[config.mk]
export PLATFORM = sky130hd
export DESIGN_NAME = sfpm_pin_role_mux
export DESIGN_NICKNAME = d
export VERILOG_FILES = /design/src/shared/sfpm_pkg.sv /design/src/logic/sfpm_pin_role_mux.sv
export SDC_FILE = /design/constraint.sdc
export NUM_CORES = 1
export LEC_CHECK = 0
export ABC_AREA = 1
export BUFFER_PORTS_ARGS = -buffer_cell sky130_fd_sc_hd__buf_2
export CELL_PAD_IN_SITES_DETAIL_PLACEMENT = 1
export CELL_PAD_IN_SITES_GLOBAL_PLACEMENT = 1
export CORE_ASPECT_RATIO = 0.9
export CORE_MARGIN = 5
export CORE_UTILIZATION = 37
export CTS_CLUSTER_DIAMETER = 120
export CTS_CLUSTER_SIZE = 20
export DETAILED_ROUTE_END_ITERATION = 8
export PLACE_DENSITY_LB_ADDON = 0.12
export SLEW_MARGIN = 20
export SYNTH_ARGS = -nofsm -noshare
export SYNTH_HDL_FRONTEND = slang
export SYNTH_SLANG_ARGS = --single-unit
[constraint.sdc]
create_clock -name clock -period 2.06 [get_ports clock]
set_clock_uncertainty 0.2 [all_clocks]
set_input_delay 0.412 -clock clock [delete_from_list [all_inputs] [get_ports clock]]
set_output_delay 0.412 -clock clock [all_outputs]
set_load 0.01 [all_outputs]
[src/shared/sfpm_pkg.sv]
`default_nettype none
package sfpm_pkg;
  // Bit positions in the configuration and status words.
  localparam int QUAD_ENABLE_BIT  = 1;
  localparam int WRITE_DISABLE_BIT = 7;
  localparam int RESET_ENABLE_BIT = 5;
  localparam int CFG_WIDTH = 8;

  // Minimum reset pulse time on the fourth pin, and the clock rate.
  localparam int RESET_PULSE_NS = 200;
  localparam int CLOCK_PERIOD_NS = 10;
  localparam int RESET_PULSE_CYCLES = (RESET_PULSE_NS + CLOCK_PERIOD_NS - 1) / CLOCK_PERIOD_NS;
  localparam int RESET_COUNT_WIDTH = 16;

  // Command width codes.
  localparam logic [1:0] WIDTH_SINGLE = 2'h0;
  localparam logic [1:0] WIDTH_DUAL   = 2'h1;
  localparam logic [1:0] WIDTH_QUAD   = 2'h2;

  localparam logic [1:0] SYNC_INIT = 2'h0;
  localparam logic [1:0] SYNC_HIGH_INIT = 2'h3;
endpackage
`default_nettype wire
[src/logic/sfpm_pin_role_mux.sv]
// What this block does
// - First pin: serial input, else lane 0.
// - Second pin: serial output, else lane 1.
// - Third pin write-protect when quad off, disable set.
// - Quad on: third pin is lane 2.
// - Fourth pin lane 3: quad on, selected.
// - Reset enabled: fourth pin is reset input otherwise.
// - Protected register writes silently ignored, no error.
// - Reset needs select high, pin low, minimum time.
// - Reset disabled: fourth pin ignored outside quad.
`default_nettype none
module sfpm_pin_role_mux #(
  parameter int RESET_PULSE = sfpm_pkg::RESET_PULSE_CYCLES
) (
  // Clock and reset
  input  wire logic       clock,
  input  wire logic       rst,
  // Link pins from the host
  input  wire logic       sck,
  input  wire logic       cs_n,
  input  wire logic [3:0] io_in,
  output logic      [3:0] io_out,
  output logic      [3:0] io_oe,
  // Configuration and status bits
  input  wire logic [sfpm_pkg::CFG_WIDTH-1:0] volatile_config_one,
  input  wire logic [sfpm_pkg::CFG_WIDTH-1:0] nonvolatile_status_one,
  input  wire logic [sfpm_pkg::CFG_WIDTH-1:0] volatile_config_two,
  // Command core side
  input  wire logic [1:0] cmd_width,
  input  wire logic       out_phase,
  input  wire logic [3:0] core_out,
  input  wire logic       reg_write_req,
  input  wire logic       reg_write_protected_target,
  output logic      [3:0] core_in,
  output logic            sck_rise,
  output logic            sck_fall,
  output logic            select_q,
  output logic            write_protect_active,
  output logic            reg_write_allow,
  output logic            reset_pin_role,
  output logic            reset_detect
);

  // ****************************************
  // Pin synchronisers
  // ****************************************
  logic [1:0] sck_s;
  logic [1:0] cs_s;
  logic [1:0] io_s [4];
  logic       sck_prev_q;

  // The serial clock idles low, so its chain starts low and no false edge follows reset.
  always_ff @(posedge clock or posedge rst) begin
    if (rst) begin
      sck_s <= sfpm_pkg::SYNC_INIT;
    end else begin
      sck_s <= {sck_s[0], sck};
    end
  end

  // The select chain starts high, so the block wakes up deselected.
  always_ff @(posedge clock or posedge rst) begin
    if (rst) begin
      cs_s <= sfpm_pkg::SYNC_HIGH_INIT;
    end else begin
      cs_s <= {cs_s[0], cs_n};
    end
  end

  // Data pins start high, the level their pull-ups give, so the reset pin does not
  // look low while the chain fills.
  always_ff @(posedge clock or posedge rst) begin
    if (rst) begin
      for (int i = 0; i < 4; i++) begin
        io_s[i] <= sfpm_pkg::SYNC_HIGH_INIT;
      end
    end else begin
      for (int i = 0; i < 4; i++) begin
        io_s[i] <= {io_s[i][0], io_in[i]};
      end
    end
  end

  // Edges are found on the second stage only, so the first stage stays a clean flop.
  always_ff @(posedge clock or posedge rst) begin
    if (rst) begin
      sck_prev_q <= 1'b0;
    end else begin
      sck_prev_q <= sck_s[1];
    end
  end

  logic cs_low;
  logic quad_en;
  logic lane3_role;
  assign cs_low     = ~cs_s[1];
  assign quad_en    = volatile_config_one[sfpm_pkg::QUAD_ENABLE_BIT];
  assign sck_rise   = cs_low & sck_s[1] & ~sck_prev_q;
  assign sck_fall   = cs_low & ~sck_s[1] & sck_prev_q;
  assign select_q   = cs_low;
  assign lane3_role = quad_en & cs_low;

  // ****************************************
  // Lane decoding
  // ****************************************
  // Tells whether a lane carries data in one direction for the running command.
  // The first pin only listens in single-bit commands and the second only talks.
  function automatic logic lane_live(
    input logic [1:0] width,
    input logic       quad_on,
    input logic       lane3_owned,
    input logic       is_tx,
    input int         lane
  );
    logic wide;
    logic quad;
    wide = (width == sfpm_pkg::WIDTH_DUAL) || (width == sfpm_pkg::WIDTH_QUAD);
    quad = quad_on && (width == sfpm_pkg::WIDTH_QUAD);
    if (lane == 0) begin
      return is_tx ? wide : 1'b1;
    end else if (lane == 1) begin
      return is_tx ? 1'b1 : wide;
    end else if (lane == 2) begin
      return quad;
    end else begin
      return quad && lane3_owned;
    end
  endfunction

  logic [3:0] tx_live;
  logic [3:0] rx_live;
  always_comb begin
    for (int i = 0; i < 4; i++) begin
      tx_live[i] = lane_live(cmd_width, quad_en, lane3_role, 1'b1, i);
      rx_live[i] = lane_live(cmd_width, quad_en, lane3_role, 1'b0, i);
    end
  end

  // ****************************************
  // Lane roles and drive
  // ****************************************
  // Output data is registered and changes one clock after sck_fall, three clocks after the serial clock pin falls.
  always_ff @(posedge clock or posedge rst) begin
    if (rst) begin
      io_out <= 4'h0;
    end else if (!cs_low) begin
      io_out <= 4'h0;
    end else if (sck_fall) begin
      io_out <= core_out;
    end
  end

  // Drive is dropped a clock after deselect, so the host may take the pins back.
  always_ff @(posedge clock or posedge rst) begin
    if (rst) begin
      io_oe <= 4'h0;
    end else if (!cs_low) begin
      io_oe <= 4'h0;
    end else if (sck_fall) begin
      io_oe[0] <= out_phase & tx_live[0];
      io_oe[1] <= out_phase & tx_live[1];
      io_oe[2] <= out_phase & tx_live[2];
      io_oe[3] <= out_phase & tx_live[3];
    end
  end

  // Single-bit commands only see the first pin; wide commands gather every live lane.
  always_ff @(posedge clock or posedge rst) begin
    if (rst) begin
      core_in <= 4'h0;
    end else if (sck_rise) begin
      core_in[0] <= rx_live[0] & io_s[0][1];
      core_in[1] <= rx_live[1] & io_s[1][1];
      core_in[2] <= rx_live[2] & io_s[2][1];
      core_in[3] <= rx_live[3] & io_s[3][1];
    end
  end

  // ****************************************
  // Write protection
  // ****************************************
  // The host must hold the pin at a firm level during register writes, so the
  // synchronised level is trusted as the protect decision.
  assign write_protect_active = ~quad_en &
      nonvolatile_status_one[sfpm_pkg::WRITE_DISABLE_BIT];

  always_ff @(posedge clock or posedge rst) begin
    if (rst) begin
      reg_write_allow <= 1'b0;
    end else begin
      reg_write_allow <= reg_write_req &
          ~(write_protect_active & ~io_s[2][1] & reg_write_protected_target);
    end
  end

  // ****************************************
  // Hardware reset detection
  // ****************************************
  logic [sfpm_pkg::RESET_COUNT_WIDTH-1:0] rst_cnt_q;
  logic reset_armed;
  assign reset_pin_role = volatile_config_two[sfpm_pkg::RESET_ENABLE_BIT] &
      (~quad_en | ~cs_low);
  assign reset_armed = reset_pin_role & ~cs_low & ~io_s[3][1];

  // The counter stops at the pulse length, so a pin held low for long does not wrap
  // and report again. The pulse length must stay below the counter's range.
  always_ff @(posedge clock or posedge rst) begin
    if (rst) begin
      rst_cnt_q <= '0;
    end else if (!reset_armed) begin
      rst_cnt_q <= '0;
    end else if (rst_cnt_q != RESET_PULSE[sfpm_pkg::RESET_COUNT_WIDTH-1:0]) begin
      rst_cnt_q <= rst_cnt_q + 1'b1;
    end
  end

  // The pulse is reported once per low period, so a held pin gives one event.
  always_ff @(posedge clock or posedge rst) begin
    if (rst) begin
      reset_detect <= 1'b0;
    end else if (!reset_armed) begin
      reset_detect <= 1'b0;
    end else begin
      reset_detect <= (rst_cnt_q == RESET_PULSE[sfpm_pkg::RESET_COUNT_WIDTH-1:0] - 1'b1);
    end
  end

endmodule
`default_nettype wire

==> impl_metrics.py, run 1 <==
metrics = {
    "critical_path": {
        "cp_slowest_stage_delay_ps": 410,
        "worst-path-buf-inv": 1,
        "crit_family": "flip-flops",
        "crit_arrival_ps": 1280,
        "path_cells": "nor3_2 -> buf_2",
        "crit_slowest_cell": "dfstp_2",
        "end_kind": "output port",
        "cp_max_fo": 5,
        "crit_type": "reg2out",
        "reg2reg_depth": 8,
        "cp-start-kind": "flop",
        "crit_required_ps": 1450,
        "r2r_end": "rst_cnt_q[12]$_DFFE_PP0P_",
        "r2r_slack_ps": 450,
        "r2r_start": "rst_cnt_q[1]$_DFFE_PP0P_",
    },
    "power_and_ir_drop": {
        "p_leak_nw": 1.168,
        "clock_power_share": 0.379,
        "power.density_nw_per_um2": 686.6,
        "sw_frac_of_total": 0.2412,
        "comb_power_share": 0.079,
        "vdd_ir_drop_max_uv": 409.1,
        "internal_power_mw": 1.254,
        "net-switching-power_mw": 0.3984,
        "sequentialPowerShare": 0.542,
    },
    "detailed_routing": {
        "top_layer": "met4",
        "first_iter_violations": 43,
        "ant_nets": 0,
        "via_per_inst": 4.605,
        "drt-met1-wl_um": 2169,
        "wl_met3_um": 181,
        "num_vias": 1561,
        "wl_um": 4454,
        "drc": 0,
        "drt_first_pass_iters": 4,
        "route.met2.wl_um": 2034,
        "wl_per_cell_um": 13.14,
    },
    "clock_tree": {
        "post_cts_buffers": 0,
        "root_buffer": "clkbuf_8",
        "cts_buffers": 5,
        "postCtsHoldBufs": 7,
        "path_clk_slew_ps": 90,
        "clk_path_buf_depth": 2,
        "cts_sinks": 43,
        "cts-resized-gates": 0,
        "htree_num_levels": 2,
        "cts_tree": "done",
        "clk_latency_ps": 300,
    },
    "timing": {
        "fmax_ghz": 0.5288,
        "post-route-period-util": 0.9179,
        "setup_ws_ps": 169.0,
        "finalSetupViolCount": 0,
        "fin_crit_ps": 1891,
        "slew_headroom": 0.6379,
        "finalHoldViolCount": 0,
        "rsz0062_at_grt": "false",
        "tightest_slew_ps": 539.8,
        "tns_ps": 0,
        "maxSlewViolCount": 0,
        "whs_ps": 92.30,
    },
    "floorplanning": {
        "die_h_um": 78.57,
        "rows": 25,
        "die_x_um": 86.19,
        "io-pin-count": 60,
        "die_area_um2": 6772,
        "initial_utilization": 0.3745,
        "fp.coreArea_um2": 5161,
    },
    "yosys": {
        "ys_types": 26,
        "synth_area_per_cell_um2": 8.867,
        "ys_ff_latch": 43,
        "syn_nets": 262,
        "synth_area_um2": 1933,
        "synth.yosys.warnings": 0,
        "seq_area_frac_synth": 0.5631,
        "syn_inst": 218,
    },
    "global_route": {
        "grt_pass1_vias": 1659,
        "grt_usage": 0.1435,
        "grt_start_max_net_pins": 30,
        "antenna_found_initial": 0,
        "grt_pass1_wl_um": 7645,
        "grt-ovfl-total": 0,
    },
    "job": {
        "cap_violations": 0,
    },
    "placement": {
        "gp_congestion": 0.7341,
        "hpwl_um": 3309,
        "dp_slack_ps": 446.6,
        "io_buffers": 38,
        "dp.cells": 324,
    },
    "cells_and_area": {
        "final_cells": 339,
        "nets": 315,
        "synthToLayoutAreaGrowth_pct": 24.47,
        "antennaDiodeCount": 0,
        "drive_above_1_share": 0.2904,
    },
    "worst_hold_path": {
        "hold_depth": 2,
        "min_from": "reg_write_protected_target",
        "min_path_type": "in2reg",
        "min_to": "reg_write_allow$_DFF_PP0_",
    },
    "run_status": {
        "status": "completed",
    },
}
-- cells in the mapped netlist (all sizes together) --
master,number,area (um2)
nand3b,3,22.52
buf,1,7.510
ha,3,37.54
nor2,31,136.4
dfstp,10,262.8
nand4,4,25.02
o31ai,1,12.51
nand2,58,227.7
nand3,24,130.1
xor2,1,8.760
dfrtp,33,825.8
xnor2,1,8.760
a21oi,8,40.04
a21boi,1,7.510
nor3,4,36.29
o21ai,8,40.03
inv,26,97.59
nor4,1,6.260
-- layout make-up --
cell class	instances	area, um2
Multi-Input combinational cell	148	739.5
Tap cell	67	83.83
Sequential cell	43	1089
Clock inverter	2	15.01
Fill cell	609	2755
Clock buffer	6	93.84
Timing Repair Buffer	47	287.8
Inverter	26	97.59
-- state kept, by name (all words and copies together), names as in the netlist --
signal           flops
sck_s                2
sck_prev_q           1
core_in              4
reset_detect         1
cs_s                 2
reg_write_allow      1
io_out               4
io_oe                4
rst_cnt_q           16
io_s                 8
-- layout by cell type, fill, tap and decap left out, types with 2 or more instances in the layout --
| cell type | count |
|---|---|
| nand2_1 | 54 |
| buf_2 | 38 |
| dfrtp_1 | 33 |
| nor2_1 | 25 |
| nand3_1 | 22 |
| inv_1 | 19 |
| dfstp_2 | 10 |
| a21oi_1 | 8 |
| o21ai_1 | 7 |
| dlygate4sd3_1 | 7 |
| inv_2 | 6 |
| nor2_2 | 5 |
| clkbuf_8 | 5 |
| nand2_2 | 4 |
| nand4_1 | 4 |
| nand3b_1 | 3 |
| ha_1 | 3 |
| nand3_2 | 2 |
| nor3_1 | 2 |
-- layer usage --
metal / GRT usage / vias up
li1: - / 807
met1: 0.1892 / 730
met2: 0.2273 / 20
met3: 0.03043 / 4
met4: 0.06075 / 0
met5: 0 / -
-- power by group through the flow --
stage                     Clock [mW]  Combinational [mW]  Sequential (mW)
after floorplan                    0              0.0535            0.918
after global placement             0               0.122            0.911
after detailed placement           0               0.125            0.912
after CTS                      0.657               0.136            0.896
after global routing           0.695               0.148            0.899
final                          0.626               0.131            0.895
-- how the worst max path moves through the flow --
stage | from | end | cells after the start
after CTS | cs_s[1]$_DFF_PP1_ | sck_rise | 2
after detailed placement | rst_cnt_q[1]$_DFFE_PP0P_ | rst_cnt_q[12]$_DFFE_PP0P_ | 8
final | cs_s[1]$_DFF_PP1_ | sck_rise | 2
after floorplan | rst | core_in[0]$_DFFE_PP0P_ | 1
after global routing | cs_s[1]$_DFF_PP1_ | sck_rise | 2
after global placement | cs_s[1]$_DFF_PP1_ | reset_detect$_DFF_PP0_ | 4
-- per-stage QoR --
step / area (um2) / power [mW] / utilization
floorplan: 1933 / 0.9712 / -
global placement: 2227 / 1.033 / 0.4315
detailed placement: 2227 / 1.037 / 0.4315
CTS: 2406 / 1.688 / 0.4662
global route: 2406 / 1.741 / 0.4662
finish: 2406 / 1.652 / 0.4662
-- kinds of logic (layout without fill, tap and decap cells) --
| kind of cell | count (synthesis) | after routing | share of synthesized area |
|---|---|---|---|
| AOI/OAI and AO/OA | 18 | 18 | 0.05178 |
| xor gates and xnor gates | 2 | 2 | 0.009063 |
| adders and majority gates | 3 | 3 | 0.01942 |
| buffers and inverters | 27 | 81 | 0.05437 |
| DFF | 43 | 43 | 0.5631 |
| and+or+nand+nor | 125 | 125 | 0.3023 |
Note: power is estimated with default switching activity, not from simulation.
==> inputs of run 2 (changes only) <==
--- a/config.mk
+++ b/config.mk
@@ -16,6 +16,7 @@
 export CTS_CLUSTER_SIZE = 20
 export DETAILED_ROUTE_END_ITERATION = 8
 export PLACE_DENSITY_LB_ADDON = 0.12
+export SETUP_SLACK_MARGIN = 0.3
 export SLEW_MARGIN = 20
 export SYNTH_ARGS = -nofsm -noshare
 export SYNTH_HDL_FRONTEND = slang
==> impl_metrics.py, run 2 (synthesized netlist as in run 1, its figures left out) <==
metrics = {
    "cells_and_area": {
        "antennaDiodeCount": 0,
        "final_core_util": 0.4790,
        "final_cell_mix": "nand2_1 (54), buf_2 (38), dfrtp_1 (33), nor2_1 (25), nand3_1 (22)",
        "final_cells": 344,
        "stdcell_area_um2": 2472,
        "drive_above_1_share": 0.3141,
        "synthToLayoutAreaGrowth_pct": 27.90,
        "largest_reg_flops": 16,
        "layout_commonest_cell": "nand2_1",
        "nFillCells": 617,
        "largest-register": "rst_cnt_q",
        "nets": 320,
        "reg_top3": "rst_cnt_q (16), io_s (8)",
    },
    "placement": {
        "place_area_um2": 2227,
        "hpwl_um": 3309,
        "io_buffers": 38,
        "dp_slack_ps": 446.6,
        "gp_congestion": 0.7341,
        "dp.cells": 324,
    },
    "timing": {
        "maxSlewViolCount": 0,
        "slew_headroom": 0.6370,
        "finalHoldViolCount": 0,
        "fin_crit_ps": 1813,
        "tightest_slew_ps": 541.1,
        "fmax_ghz": 0.5516,
        "post-route-period-util": 0.8801,
        "finalSetupViolCount": 0,
        "setup_ws_ps": 247.0,
        "rsz0062_at_grt": "true",
        "tns_ps": 0,
        "whs_ps": 91.05,
    },
    "floorplanning": {
        "die_h_um": 78.57,
        "rows": 25,
        "io-pin-count": 60,
        "initial_utilization": 0.3745,
        "die_x_um": 86.19,
        "die_area_um2": 6772,
        "fp.coreArea_um2": 5161,
    },
    "clock_tree": {
        "clk_latency_ps": 300,
        "root_buffer": "clkbuf_8",
        "cts_tree": "done",
        "cts_buffers": 5,
        "path_clk_slew_ps": 90,
        "clk_path_buf_depth": 2,
        "cts_sinks": 43,
        "htree_num_levels": 2,
    },
    "power_and_ir_drop": {
        "power.density_nw_per_um2": 675.2,
        "power.total_mw": 1.669,
        "vdd_ir_drop_max_uv": 413.5,
        "p_leak_nw": 1.197,
    },
    "detailed_routing": {
        "drt_first_pass_iters": 4,
        "first_iter_violations": 38,
        "num_vias": 1584,
        "wl_per_cell_um": 13.42,
        "via_per_inst": 4.605,
        "ant_nets": 0,
        "wl_um": 4616,
        "drc": 0,
    },
    "critical_path": {
        "crit_type": "reg2out",
        "end_kind": "output port",
        "reg2reg_depth": 5,
        "r2r_slack_ps": 360,
        "cp-start-kind": "flop",
        "crit_required_ps": 1450,
        "crit_arrival_ps": 1200,
        "cp_max_fo": 4,
    },
    "global_route": {
        "grt-ovfl-total": 0,
        "grt_start_max_net_pins": 30,
        "grt_usage": 0.1459,
        "antenna_found_initial": 0,
        "grt_pass1_wl_um": 7776,
        "grt_pass1_vias": 1674,
    },
    "worst_hold_path": {
        "min_path_type": "in2reg",
        "hold_depth": 2,
    },
    "job": {
        "cap_violations": 0,
    },
    "run_status": {
        "status": "completed",
    },
}
## run 2: where the power goes
group / switching, mW / internal [mW]
logic: 0.0813 / 0.0631
clock network: 0.311 / 0.318
registers: 0.0157 / 0.881
## run 2: layout make-up
class	count	area [um2]	share of cell area
Tap cell	67	83.83	0.03391
Sequential cell	43	1089	0.4403
Multi-Input combinational cell	148	762.0	0.3082
Clock inverter	2	15.01	0.006073
Timing Repair Buffer	52	329.1	0.1331
Clock buffer	6	93.84	0.03796
Inverter	26	100.1	0.04049
## run 2: critical path, cell delays in order (launching register included)
cell     delay (ps)
dfstp_2         600
buf_4           140
nor2_4           30
buf_2           130
## run 2: metal layers
| metal | track usage | up-vias | wire, um |
|---|---|---|---|
| met1 | 0.1953 | 744 | 2221 |
| met5 | 0 | - | 0 |
| met4 | 0.06075 | 0 | 68 |
| met2 | 0.2288 | 23 | 2137 |
| met3 | 0.03043 | 4 | 189 |
| li1 | - | 813 | - |
## run 2: repair_timing
action / in CTS / in global routing
setup buffers: 2 / 3
endpoints found under the hold margin: 10 / 0
endpoints found under the setup margin: 4 / 5
pin swaps: 1 / 1
resized for setup: 5 / 3
gates cloned: 0 / 0
hold buffers: 7 / 0
## run 2: worst paths after layout
check,startpoint,end
min in group asynchronous,rst,core_in[0]$_DFFE_PP0P_
worst max-delay path,cs_s[1]$_DFF_PP1_,sck_fall
max in group asynchronous,rst,rst_cnt_q[13]$_DFFE_PP0P_
worst max register to register,cs_s[1]$_DFF_PP1_,reset_detect$_DFF_PP0_
worst min register to register,io_s[2]$_DFF_PP1_,io_s[3]$_DFF_PP1_
worst min-delay path,reg_write_protected_target,reg_write_allow$_DFF_PP0_
